**src/design/lxcd_pkg.sv**
```systemverilog
// package with command codes, field positions, reset values and blink timing
`default_nettype none
package lxcd_pkg;
   localparam logic [7:0] CMD_BLINK_TIME  = 8'h50;
   localparam logic [7:0] CMD_CURSOR_AUTO = 8'h60;
   localparam logic [7:0] CMD_GLYPH_SET   = 8'h70;
   localparam int BLINK_SEL_MSB  = 2;
   localparam int AUTO_BIT       = 0;
   localparam int GLYPH_SEL_MSB  = 1;
   localparam int ATTR_BLINK_POS = 3;
   localparam logic [2:0] BLINK_SEL_RST = 3'h0;
   localparam logic [1:0] GLYPH_SEL_RST = 2'h0;
   localparam logic [1:0] GLYPH_FIRST   = 2'h2;
   localparam logic [1:0] GLYPH_SECOND  = 2'h3;
   // nominal frame rate for the blink table
   localparam int FRAME_RATE_HZ = 60;
   // blink periods in milliseconds, selector 0..7
   localparam int BLINK_MS0 = 66;
   localparam int BLINK_MS1 = 250;
   localparam int BLINK_MS2 = 500;
   localparam int BLINK_MS3 = 750;
   localparam int BLINK_MS4 = 1000;
   localparam int BLINK_MS5 = 1250;
   localparam int BLINK_MS6 = 1500;
   localparam int BLINK_MS7 = 2000;
   // frame counts derived from milliseconds and frame rate, least time rounded up
   function automatic logic [7:0] lxcd_frames(input int ms);
      lxcd_frames = 8'((ms * FRAME_RATE_HZ + 999) / 1000);
   endfunction
   typedef enum logic [1:0] {
      LXCD_OP_EMPTY = 2'b00,
      LXCD_OP_ONE   = 2'b01,
      LXCD_OP_TWO   = 2'b11
   } lxcd_op_t;
endpackage
`default_nettype wire

```
**src/design/lxcd_blink_rom.sv**
```systemverilog
// small lookup memory: blink selector to frame count, registered read
`timescale 1ns/1ps
`default_nettype none
module lxcd_blink_rom
(
   input  wire logic       ref_clk,
   input  wire logic       ce,
   input  wire logic [2:0] sel,
   output logic      [7:0] frames
);
   logic [7:0] rom [0:7];
   assign rom[0] = lxcd_pkg::lxcd_frames(lxcd_pkg::BLINK_MS0);
   assign rom[1] = lxcd_pkg::lxcd_frames(lxcd_pkg::BLINK_MS1);
   assign rom[2] = lxcd_pkg::lxcd_frames(lxcd_pkg::BLINK_MS2);
   assign rom[3] = lxcd_pkg::lxcd_frames(lxcd_pkg::BLINK_MS3);
   assign rom[4] = lxcd_pkg::lxcd_frames(lxcd_pkg::BLINK_MS4);
   assign rom[5] = lxcd_pkg::lxcd_frames(lxcd_pkg::BLINK_MS5);
   assign rom[6] = lxcd_pkg::lxcd_frames(lxcd_pkg::BLINK_MS6);
   assign rom[7] = lxcd_pkg::lxcd_frames(lxcd_pkg::BLINK_MS7);

   always_ff @(posedge ref_clk)
   begin
      if (ce)
         frames <= rom[sel];
   end
endmodule // lxcd_blink_rom
`default_nettype wire

```
**src/design/lxcd_decoder.sv**
```systemverilog
// extended command decoder: blink period, cursor auto move, glyph set
// How it works
// - command 50h loads blink selector bits 2..0
// - two operands precede command; second ignored
// - blink period table, 0.066 to 2 seconds
// - command 60h bit 0 sets cursor auto-move
// - auto-move steps cursor after each display data byte
// - command 70h takes glyph selector bits 1..0
// - 10 first set, 11 second, else default
// - chip variant fixes the default glyph set
// - attribute blink bit blinks the character form
`timescale 1ns/1ps
`default_nettype none
module lxcd_decoder
#(
   parameter bit DEFAULT_SECOND = 1'b0
)
(
   input  wire logic       ref_clk,
   input  wire logic       rst,
   input  wire logic       ce,
   input  wire logic       data_wr,
   input  wire logic       cmd_wr,
   input  wire logic [7:0] host_byte,
   input  wire logic       frame_tick,
   input  wire logic       disp_data_xfer,
   input  wire logic       cursor_down,
   input  wire logic [3:0] attr_byte,
   output logic      [2:0] blink_sel,
   output logic            cursor_auto,
   output logic            glyph_second,
   output logic            cursor_step_up,
   output logic            cursor_step_down,
   output logic            blink_phase,
   output logic            char_blank,
   output logic      [2:0] attr_form
);
   logic [7:0]        op_first_q;
   logic [7:0]        op_second_q;
   lxcd_pkg::lxcd_op_t op_cnt_q;
   lxcd_pkg::lxcd_op_t op_cnt_d;
   logic [1:0]        glyph_sel_q;
   logic [7:0]        frame_cnt_q;
   logic [7:0]        period_frames;
   logic              ops_ready;
   logic              is_blink_cmd;
   logic              is_auto_cmd;
   logic              is_glyph_cmd;
   logic              period_done;
   logic              attr_blinks;

   // operand tracking: keep first byte and the latest byte after it
   assign ops_ready    = (op_cnt_q == lxcd_pkg::LXCD_OP_TWO);
   // second operand never inspected
   assign is_blink_cmd = cmd_wr && ops_ready && host_byte == lxcd_pkg::CMD_BLINK_TIME;
   assign is_auto_cmd  = cmd_wr && ops_ready && host_byte == lxcd_pkg::CMD_CURSOR_AUTO;
   assign is_glyph_cmd = cmd_wr && ops_ready && host_byte == lxcd_pkg::CMD_GLYPH_SET;

   always_comb
   begin
      op_cnt_d = op_cnt_q;
      if (cmd_wr)
         op_cnt_d = lxcd_pkg::LXCD_OP_EMPTY;
      else if (data_wr)
         op_cnt_d = (op_cnt_q == lxcd_pkg::LXCD_OP_EMPTY) ? lxcd_pkg::LXCD_OP_ONE
                                                         : lxcd_pkg::LXCD_OP_TWO;
   end

   always_ff @(posedge ref_clk or posedge rst)
   begin
      if (rst)
      begin
         op_cnt_q    <= lxcd_pkg::LXCD_OP_EMPTY;
         op_first_q  <= 8'h00;
         op_second_q <= 8'h00;
      end
      else if (ce)
      begin
         op_cnt_q <= op_cnt_d;
         if (data_wr && !cmd_wr)
         begin
            op_first_q  <= (op_cnt_q == lxcd_pkg::LXCD_OP_EMPTY) ? host_byte : op_first_q;
            op_second_q <= (op_cnt_q == lxcd_pkg::LXCD_OP_EMPTY) ? op_second_q : host_byte;
         end
      end
   end

   // settings registers
   always_ff @(posedge ref_clk or posedge rst)
   begin
      if (rst)
      begin
         blink_sel   <= lxcd_pkg::BLINK_SEL_RST;
         cursor_auto <= 1'b0;
         glyph_sel_q <= lxcd_pkg::GLYPH_SEL_RST;
      end
      else if (ce)
      begin
         if (is_blink_cmd)
            blink_sel <= op_first_q[lxcd_pkg::BLINK_SEL_MSB:0];
         if (is_auto_cmd)
            cursor_auto <= op_first_q[lxcd_pkg::AUTO_BIT];
         if (is_glyph_cmd)
            glyph_sel_q <= op_first_q[lxcd_pkg::GLYPH_SEL_MSB:0];
      end
   end

   // glyph set choice with variant default
   always_ff @(posedge ref_clk or posedge rst)
   begin
      if (rst)
         glyph_second <= DEFAULT_SECOND;
      else if (ce)
         glyph_second <= (glyph_sel_q == lxcd_pkg::GLYPH_SECOND) ? 1'b1 :
                         (glyph_sel_q == lxcd_pkg::GLYPH_FIRST)  ? 1'b0 : DEFAULT_SECOND;
   end

   // cursor stepping on each display data byte
   always_ff @(posedge ref_clk or posedge rst)
   begin
      if (rst)
      begin
         cursor_step_up   <= 1'b0;
         cursor_step_down <= 1'b0;
      end
      else if (ce)
      begin
         cursor_step_up   <= cursor_auto && disp_data_xfer && !cursor_down;
         cursor_step_down <= cursor_auto && disp_data_xfer && cursor_down;
      end
   end

   // blink timing in frames
   lxcd_blink_rom u_rom
   (
      .ref_clk (ref_clk),
      .ce      (ce),
      .sel     (blink_sel),
      .frames  (period_frames)
   );

   assign period_done = frame_tick && (frame_cnt_q + 8'h01 >= period_frames);

   always_ff @(posedge ref_clk or posedge rst)
   begin
      if (rst)
      begin
         frame_cnt_q <= 8'h00;
         blink_phase <= 1'b0;
      end
      else if (ce && frame_tick)
      begin
         frame_cnt_q <= period_done ? 8'h00 : frame_cnt_q + 8'h01;
         if (period_done)
            blink_phase <= ~blink_phase;
      end
   end

   // attribute blink: blank in off phase, form from low bits
   assign attr_blinks = attr_byte[lxcd_pkg::ATTR_BLINK_POS];

   always_ff @(posedge ref_clk or posedge rst)
   begin
      if (rst)
      begin
         char_blank <= 1'b0;
         attr_form  <= 3'h0;
      end
      else if (ce)
      begin
         char_blank <= attr_blinks && blink_phase;
         attr_form  <= attr_byte[2:0];
      end
   end

   blink_cmd_a: assert property (@(posedge ref_clk) disable iff (rst)
      ce && is_blink_cmd |=> blink_sel == $past(op_first_q[2:0]))
      else $error("blink selector not loaded");
   auto_cmd_a: assert property (@(posedge ref_clk) disable iff (rst)
      ce && is_auto_cmd |=> cursor_auto == $past(op_first_q[0]))
      else $error("auto move not loaded");
   glyph_cmd_a: assert property (@(posedge ref_clk) disable iff (rst)
      ce && is_glyph_cmd |=> glyph_sel_q == $past(op_first_q[1:0]))
      else $error("glyph selector not loaded");
   no_ops_a: assert property (@(posedge ref_clk) disable iff (rst)
      ce && cmd_wr && !ops_ready |=> $stable(blink_sel) && $stable(cursor_auto))
      else $error("command took effect without operands");
   op_clear_a: assert property (@(posedge ref_clk) disable iff (rst)
      ce && cmd_wr |=> op_cnt_q == lxcd_pkg::LXCD_OP_EMPTY)
      else $error("operand count not cleared by command");
   step_up_a: assert property (@(posedge ref_clk) disable iff (rst)
      ce && cursor_auto && disp_data_xfer && !cursor_down |=> cursor_step_up)
      else $error("cursor did not step");
   step_down_a: assert property (@(posedge ref_clk) disable iff (rst)
      ce && cursor_auto && disp_data_xfer && cursor_down |=> cursor_step_down)
      else $error("cursor did not step down");
   no_step_a: assert property (@(posedge ref_clk) disable iff (rst)
      ce && !cursor_auto |=> !cursor_step_up && !cursor_step_down)
      else $error("cursor stepped while disabled");
   glyph_map_a: assert property (@(posedge ref_clk) disable iff (rst)
      ce && glyph_sel_q[1] |=> glyph_second == $past(glyph_sel_q[0]))
      else $error("glyph set mapping wrong");
   glyph_dflt_a: assert property (@(posedge ref_clk) disable iff (rst)
      ce && !glyph_sel_q[1] |=> glyph_second == DEFAULT_SECOND)
      else $error("default glyph set not in use");
   blink_hold_a: assert property (@(posedge ref_clk) disable iff (rst)
      !frame_tick |=> $stable(blink_phase))
      else $error("blink phase moved without a frame");
   blink_flip_a: assert property (@(posedge ref_clk) disable iff (rst)
      ce && period_done |=> blink_phase != $past(blink_phase))
      else $error("blink phase did not flip at period end");
   blank_a: assert property (@(posedge ref_clk) disable iff (rst)
      ce && !attr_byte[3] |=> !char_blank)
      else $error("non blinking character blanked");
   form_a: assert property (@(posedge ref_clk) disable iff (rst)
      ce |=> attr_form == $past(attr_byte[2:0]))
      else $error("attribute form not passed on");
   freeze_a: assert property (@(posedge ref_clk) disable iff (rst)
      !ce |=> $stable(blink_sel) && $stable(cursor_auto) && $stable(glyph_second))
      else $error("settings moved while clock enable low");
endmodule // lxcd_decoder
`default_nettype wire

```
**config.mk**
```make
export PLATFORM = sky130hd
export DESIGN_NAME = lxcd_decoder
export DESIGN_NICKNAME = d
export VERILOG_FILES = /design/src/design/lxcd_pkg.sv /design/src/design/lxcd_blink_rom.sv /design/src/design/lxcd_decoder.sv
export SDC_FILE = /design/constraint.sdc
export NUM_CORES = 1
export LEC_CHECK = 0
export ABC_AREA = 1
export BUFFER_PORTS_ARGS = -buffer_cell sky130_fd_sc_hd__buf_2
export CAP_MARGIN = 20
export CELL_PAD_IN_SITES_DETAIL_PLACEMENT = 1
export CELL_PAD_IN_SITES_GLOBAL_PLACEMENT = 2
export CORE_MARGIN = 4
export CORE_UTILIZATION = 30
export DETAILED_ROUTE_END_ITERATION = 8
export PLACE_DENSITY = 0.72
export SKIP_LAST_GASP = 1
export SLEW_MARGIN = 40
export SYNTH_ARGS = -nofsm -noshare
export SYNTH_HDL_FRONTEND = slang
export SYNTH_SLANG_ARGS = --single-unit
```
**constraint.sdc**
```tcl
create_clock -name ref_clk -period 1.9 [get_ports ref_clk]
set_input_delay 0.19 -clock ref_clk [delete_from_list [all_inputs] [get_ports ref_clk]]
set_output_delay 0.19 -clock ref_clk [all_outputs]
set_load 0.02 [all_outputs]
```
==> results of run 1 <==
[worst reg2reg max path, delay by kind of cell, from the launching register on]
| family | cells | cell delay (ps) |
|---|---|---|
| AOI/OAI and AO/OA | 1 | 170 |
| adders and majority gates | 2 | 520 |
| xor gates and xnor gates | 1 | 170 |
| DFF | 1 | 410 |
| and+or+nand+nor | 8 | 780 |
[area by class of cell]
| cell class | instances | area (um^2) | area share [%] |
|---|---|---|---|
| Inverter | 31 | 116 | 5.17 |
| Clock buffer | 5 | 68.8 | 3.06 |
| Timing Repair Buffer | 49 | 293 | 13.0 |
| Clock inverter | 3 | 16.3 | 0.723 |
| Tap cell | 72 | 90.1 | 4.00 |
| Sequential cell | 34 | 886 | 39.4 |
| Multi-Input combinational cell | 134 | 781 | 34.7 |
[power by group through the flow]
| stage | clock network, W | registers, W | logic [W] |
|---|---|---|---|
| after CTS | 0.000550 | 0.000869 | 0.000440 |
| after global routing | 0.000578 | 0.000877 | 0.000493 |
| after floorplan | 0 | 0.000906 | 0.000200 |
| final | 0.000521 | 0.000869 | 0.000427 |
| after global placement | 0 | 0.000880 | 0.000425 |
| after detailed placement | 0 | 0.000883 | 0.000434 |
[through the flow]
stage | setup WS [ps] | total power (W) | utilization [%] | area, um^2
final | -211 | 0.00182 | 40.1 | 2250
after detailed placement | -253 | 0.00132 | 38.1 | 2140
after global placement | -164 | 0.00131 | 38.1 | 2140
after floorplan | -72.4 | 0.00111 | - | 1780
after CTS | -221 | 0.00186 | 40.1 | 2250
after global routing | -367 | 0.00195 | 40.1 | 2250
[logic make-up after synthesis]
| logic type | count (synthesis) | synth area share (%) |
|---|---|---|
| flip-flops | 34 | 50.3 |
| AO/OA/AOI/OAI | 20 | 5.82 |
| buffers and inverters | 32 | 6.89 |
| XOR/XNOR | 5 | 2.49 |
| adder cells (fa/ha/maj) | 14 | 9.94 |
| AND/OR/NAND/NOR | 95 | 24.6 |
[worst max-delay path by stage]
stage,to,slack [ps],cells past startpoint
global route,blink_phase$_DFFE_PP0P_,-370,12
floorplan,blink_phase$_DFFE_PP0P_,-70,12
global placement,blink_phase$_DFFE_PP0P_,-160,11
detailed placement,blink_phase$_DFFE_PP0P_,-250,12
finish,blink_phase$_DFFE_PP0P_,-210,12
CTS,blink_phase$_DFFE_PP0P_,-220,12
[state kept, by name (all words and copies together) (netlist names)]
signal and flops:
frame_cnt_q 8, attr_form 3, op_first_q 3, u_rom.frames 7, blink_sel 3, op_cnt_q 2, cursor_step_down 1, cursor_auto 1
glyph_sel_q 2, blink_phase 1, glyph_second 1, char_blank 1, cursor_step_up 1
[layout by cell type (no fill, tap or decap)]
master	count
nor2_4	2
and3_1	1
or2_2	1
nor3_1	1
buf_4	17
dfrtp_1	27
a21o_1	1
nor4_1	1
nand3_1	5
xor2_1	3
inv_1	30
nor2_1	7
clkinvlp_4	1
xnor2_1	1
nand4_1	8
dlygate4sd3_1	1
buf_2	31
edfxtp_1	7
a21oi_1	4
o21ai_0	14
clkinv_1	2
ha_1	13
a21oi_2	1
xnor2_2	1
clkbuf_8	5
nand3_2	4
ha_2	1
nand2_1	60
clkinv_2	1
nand2_2	4
nand3b_1	1
[timing repair]
| action | 4_1_cts | 5_1_grt |
|---|---|---|
| hold endpoints to repair | 27 | 0 |
| setup buffers | 1 | 0 |
| hold buffers | 1 | 0 |
| pin swaps | 10 | 3 |
| setup endpoints to repair | 8 | 8 |
| resized for setup | 2 | 0 |
[routing by layer]
layer  vias up  wire [um]  GRT usage [%]
li1        747          -              -
met1       691       1750           13.2
met5         -          0              0
met2        23       2120           22.1
met3         8        150           3.73
met4         0         77           4.60
==> metrics.md, run 1 <==
| Metric | Value |
|---|---|
| Final Hold Violating Endpoints | `0` |
| # rows | `27` |
| DR vias/cell | `4.48` |
| Final clock skew | `3.61 ps` |
| Detail Route Antenna Nets | `0` |
| Sequential power share | `47.8%` |
| CP max FO | `8` |
| Max-slew headroom | `75.7%` |
| GRT Util Overall | `12.2%` |
| Worst R2R Setup Slack | `-210 ps` |
| Synthesized net count | `234` |
| Top post-synthesis cells by area | `dfrtp_1 38%, nand2_1 13%, edfxtp_1 12%` |
| Vias | `1469` |
| Ratio of cells with drive above 1 in the final layout | `27.0%` |
| DR DRC count | `0` |
| Max-cap check violation count | `0` |
| RSZ-0062 raised after global routing | `true` |
| Max-slew violations | `0` |
| Worst slew pin tran | `365 ps` |
| N_diodes | `0` |
| Initial antenna violation count | `0` |
| Nets | `289` |
| Worst hold path type | `input port to register` |
| Global placer's final weighted congestion | `0.705` |
| Tmin final | `2110 ps` |
| Crit-path cells | `ha_2 -> nand3_2 -> nand3b_1 -> xnor2_2 -> ha_1 -> a21oi_2 -> nand2_2 -> nor2_4 -> nand2_2 -> nand2_1 -> nand2_1 -> nand2_1` |
| Top cell by count, worst path | `nand2_1` |
| Root Buffer | `clkbuf_8` |
| CTS tree | `done` |
| Most frequent cell after synthesis | `nand2_1` |
| Outcome | `finished with violations` |
| Worst skew pair latency | `290 ps` |
| Post-synthesis async set-or-reset flop share | `79.4%` |
| Min Hold Slack | `98.9 ps` |
| CTS Buffer Depth | `2` |
| Reg-to-Reg End | `blink_phase$_DFFE_PP0P_` |
| Top_reg_cell synth | `dfrtp_1` |
| Synth unique cells | `23` |
| Die W | `84.6 um` |
| Worst Path Arrival | `2340 ps` |
| Die area | `7160 um^2` |
| Clk network pwr share | `28.7%` |
| Lkg Pwr | `1.22 nW` |
| H-tree depth | `2` |
| Sequential share of the synthesized area | `50.3%` |
| Critical Path End Type | `register` |
| DRT iter0 DRCs | `20` |
| PortBufs | `31` |
| DIE HEIGHT | `84.6 um` |
| Max incr delay on CP | `410 ps` |
| Final WL | `4.10 mm` |
| Fillers | `714` |
| Critical Path Start | `frame_cnt_q[0]$_DFFE_PP0P_` |
| Cell count after placement | `318` |
| Vias in the first global route | `1608` |
| CP Data Required Time | `2130 ps` |
| DP HPWL | `3.18 mm` |
| # setup viols final | `8` |
| Setup TNS | `-1270 ps` |
| CTS Sinks | `34` |
| Power per Cell Area | `807 nW/um^2` |
| HP Start | `attr_byte[0]` |
| Net Sw Power | `0.000554 W` |
| Net Sw Frac | `30.5%` |
| Largest net degree at the start of global routing | `28` |
| Initial cell density of the core | `31.4%` |
| WP buf/inv | `0` |
| Hold Path End | `attr_form[0]$_DFFE_PP0P_` |
| Cell taking the most area after synthesis | `dfrtp_1` |
| Number of flops mapped to enable cells by yosys | `7` |
| Combinational Power Share | `23.5%` |
| Grt ovf | `0` |
| Hold Path Cell Cnt | `3` |
| Non-Filler Instances | `328` |
| Slowest-stage cell, CP | `dfrtp_1` |
| Internal | `0.00126 W` |
| WS Path Type | `register to register` |
| Post-synth top area share | `38.4%` |
| Commonest cells post-synth | `61 x nand2_1, 30 x inv_1, 27 x dfrtp_1, 14 x ha_1, 14 x o21ai_0` |
| Flops & latches, synth | `34` |
| Yosys warnings | `0` |
| Global-route wire length before repair | `6.91 mm` |
| Peak supply drop | `0.000441 V` |
| Routed WL per cell | `12.5 um` |
| Final period utilization | `111%` |
| Failing checks | `setup timing` |
| Critical path startpoint category | `register` |
| Syn Std Cell Area | `1760 um^2` |
| Num CTS Buffers | `5` |
| Drt pass-1 iters | `4` |
| Mean Syn Cell Area | `8.81 um^2` |
| Worst r2r src | `frame_cnt_q[0]$_DFFE_PP0P_` |
| Mapped Cells | `200` |
| Final worst setup slack | `-211 ps` |
| Reg2reg path depth | `12` |
| I/O pin cnt | `32` |
| Max Fclk | `474 MHz` |
| Core ar. | `5610 um^2` |
| Layout area overhead | `27.8%` |
| Delay-heaviest family, CP | `simple AND/OR/NAND/NOR gates` |
| Clk slew on worst S/H paths | `70 ps` |
No activity file was read; power rests on OpenSTA's default activity.
==> run 2, diff against run 1 <==
Settings changed: CORE_UTILIZATION 30 to 31, CTS_BUF_LIST from default to sky130_fd_sc_hd__clkbuf_8, PLACE_DENSITY 0.72 to 0.74, TNS_END_PERCENT from default to 10.
==> run 2 against run 1 <==
The flow still finishes with violations (setup timing). Critical path depth is the same. Core utilization rose by 0.94 points. Critical path type unchanged. First-iteration DRC count is 110% higher. Clock power down 6.3%. Global-route usage up 0.44 points. Cell area increased by 0.50%. Worst setup slack worse by 53 ps. Sequential share of layout area fell by 0.20 points. Non-clock buffer count grew 3. Sequential power hardly changed. Worst hold slack gained 17 ps.
==> metrics.md, run 2 (synthesis results as in run 1) <==
| Metric | Value |
|---|---|
| Outcome | `finished with violations` |
| Failing checks | `setup timing` |
| Final clock skew | `3.14 ps (-0.462 ps)` |
| Worst slew pin tran | `371 ps (+6.50 ps)` |
| Global placer's final weighted congestion | `0.779 (+10%)` |
| DIE HEIGHT | `83.4 um (-1.5%)` |
| Max-cap check violation count | `0 (unchanged)` |
| Vias | `1473 (+0.27%)` |
| Grt ovf | `0 (unchanged)` |
| CTS tree | `done` |
| RSZ-0062 raised after global routing | `true` |
| Top cell by count, worst path | `nand2_1` |
| # setup viols final | `8 (unchanged)` |
| N_diodes | `0 (unchanged)` |
| Critical path startpoint category | `register` |
| Worst hold path type | `input port to register` |
| Slowest-stage cell, CP | `dfrtp_1` |
| Peak supply drop | `0.000415 V (-5.9%)` |
| Nets | `292 (+1.0%)` |
| Placement Setup Slack | `-263 ps (-10.1 ps)` |
| Critical Path Start | `frame_cnt_q[0]$_DFFE_PP0P_` |
| CTS Buffer Depth | `2 (unchanged)` |
| I/O pin cnt | `32 (unchanged)` |
| Power per Cell Area | `799 nW/um^2 (-0.98%)` |
| Max incr delay on CP | `420 ps (about the same)` |
| Crit-path cells | `ha_2 -> nand3_2 -> nand3b_1 -> xnor2_2 -> ha_1 -> a21oi_2 -> nand2_2 -> nor2_4 -> nand2_2 -> nand2_1 -> nand2_1 -> nand2_1` |
| Tmin final | `2160 ps (+52.9 ps)` |
| Largest net degree at the start of global routing | `28 (unchanged)` |
| Num CTS Buffers | `5 (unchanged)` |
| DRT iter0 DRCs | `42 (+110%)` |
| DR vias/cell | `4.46 (-0.34%)` |
| Die W | `83.4 um (-1.5%)` |
| Max-slew headroom | `75.3% (-0.43 points)` |
| CTS Sinks | `34 (unchanged)` |
| CP Data Required Time | `2120 ps (about the same)` |
| Routed WL per cell | `12.6 um (+0.61%)` |
| PortBufs | `31 (unchanged)` |
| Final Hold Violating Endpoints | `0 (unchanged)` |
| Final Util | `41.1% (+0.94 points)` |
| Max Fclk | `462 MHz (-2.4%)` |
| Global-route wire length before repair | `7.13 mm (+3.1%)` |
| Ratio of cells with drive above 1 in the final layout | `26.7% (-0.21 points)` |
| Most flop-heavy register | `frame_cnt_q` |
| GRT Util Overall | `12.6% (+0.44 points)` |
| Core ar. | `5510 um^2 (-1.8%)` |
| Die area | `6950 um^2 (-2.9%)` |
| HP Start | `attr_byte[0]` |
| Worst r2r src | `frame_cnt_q[0]$_DFFE_PP0P_` |
| Most frequent cells in the layout | `61 x nand2_1, 32 x inv_1, 31 x buf_2` |
| Fillers | `657 (-8.0%)` |
| Commonest non-fill, non-tap cell in the layout | `nand2_1` |
| DR DRC count | `0 (unchanged)` |
| Drt pass-1 iters | `4 (unchanged)` |
| Max-slew violations | `0 (unchanged)` |
| Initial antenna violation count | `0 (unchanged)` |
| Root Buffer | `clkbuf_8` |
| CP max FO | `8 (unchanged)` |
| Min Hold Slack | `116 ps (+16.9 ps)` |
| Lkg Pwr | `1.24 nW (+1.6%)` |
| Worst Path Arrival | `2380 ps (+40 ps)` |
| Final worst setup slack | `-264 ps (-52.9 ps)` |
| Biggest regs | `frame_cnt_q (8), u_rom.frames (7)` |
| DP HPWL | `3.26 mm (+2.5%)` |
| Worst skew pair latency | `280 ps (about the same)` |
| Vias in the first global route | `1514 (-5.8%)` |
| WS Path Type | `register to register` |
| Layout area overhead | `28.4%` |
| Final period utilization | `114% (+2.8 points)` |
| # rows | `27 (unchanged)` |
| Detail Route Antenna Nets | `0 (unchanged)` |
| Initial cell density of the core | `32.0% (+0.58 points)` |
| Critical Path End Type | `register` |
| Clk slew on worst S/H paths | `70 ps (about the same)` |
| Max reg flops | `8 (unchanged)` |
| H-tree depth | `2 (unchanged)` |
| Final WL | `4.15 mm (+1.2%)` |
[run 2: cell types whose count changed in the layout (fill, tap and decap cells not counted)]
cell	delta
buf_4	+3
inv_1	+2
clkinv_1	-1
clkinv_2	-1
clkinvlp_4	-1
nand2_1	+1
nand2_2	-1
[run 2: through the flow]
stage / area (um^2) / cells / setup TNS, ps / power (W)
final: 2260 / 330 / -1790 / 0.00181
after global routing: 2260 / 330 / -3020 / 0.00195
after CTS: 2250 / 329 / -1520 / 0.00183
after detailed placement: 2150 / 319 / -1770 / 0.00133
after global placement: 2150 / 319 / -864 / 0.00132
after floorplan: 1780 / 200 / -147 / 0.00111
[run 2: layout make-up]
type                    instances  area [um^2]  share of cell area, %
clock inverters                 2         7.51                  0.332
multi-input cells             134          778                   34.4
well taps                      72         90.1                   3.98
repair buffers                 52          315                   13.9
flip-flops and latches         34          886                   39.2
inverters                      31          116                   5.14
clock buffers                   5         68.8                   3.04
[run 2: layer usage]
layer,routed length (um),part of all wire (%),GRT usage (%)
met1,1810,44,15.0
met2,2170,52,22.5
met3,120,2.9,2.98
met4,50,1.2,3.71
met5,0,0,0
[run 2: what timing repair did]
| action | CTS | global route |
|---|---|---|
| hold buffers | 1 | 0 |
| buffers inserted | 2 | 1 |
| endpoints found under the hold margin | 27 | 0 |
| pin swaps | 7 | 0 |
| gates resized for setup | 1 | 0 |
| endpoints found under the setup margin | 8 | 8 |
[run 2: final timing paths]
path                                                  to  slack, ps  cells after the start
worst max-delay path             blink_phase$_DFFE_PP0P_       -260                     12
worst min-delay path            attr_form[0]$_DFFE_PP0P_        120                      3
worst max register to register   blink_phase$_DFFE_PP0P_       -260                     12
worst min register to register  attr_form[0]$_DFFE_PP0P_        470                      2
max in group asynchronous       blink_sel[2]$_DFFE_PP0P_       1110                      4
min in group asynchronous         char_blank$_DFFE_PP0P_        510                      4
[run 2: critical path, delay by kind of cell (launching register included)]
family | cells | cell delay (ps)
AO/OA/AOI/OAI | 1 | 180
XOR/XNOR | 1 | 160
adder cells (fa/ha/maj) | 2 | 530
flip-flops | 1 | 420
AND/OR/NAND/NOR | 8 | 810
[run 2: power by group]
part	total (W)	switching [W]	internal, W
clock	0.000488	0.000246	0.000242
sequential	0.000869	0.0000544	0.000815
combinational	0.000451	0.000239	0.000211
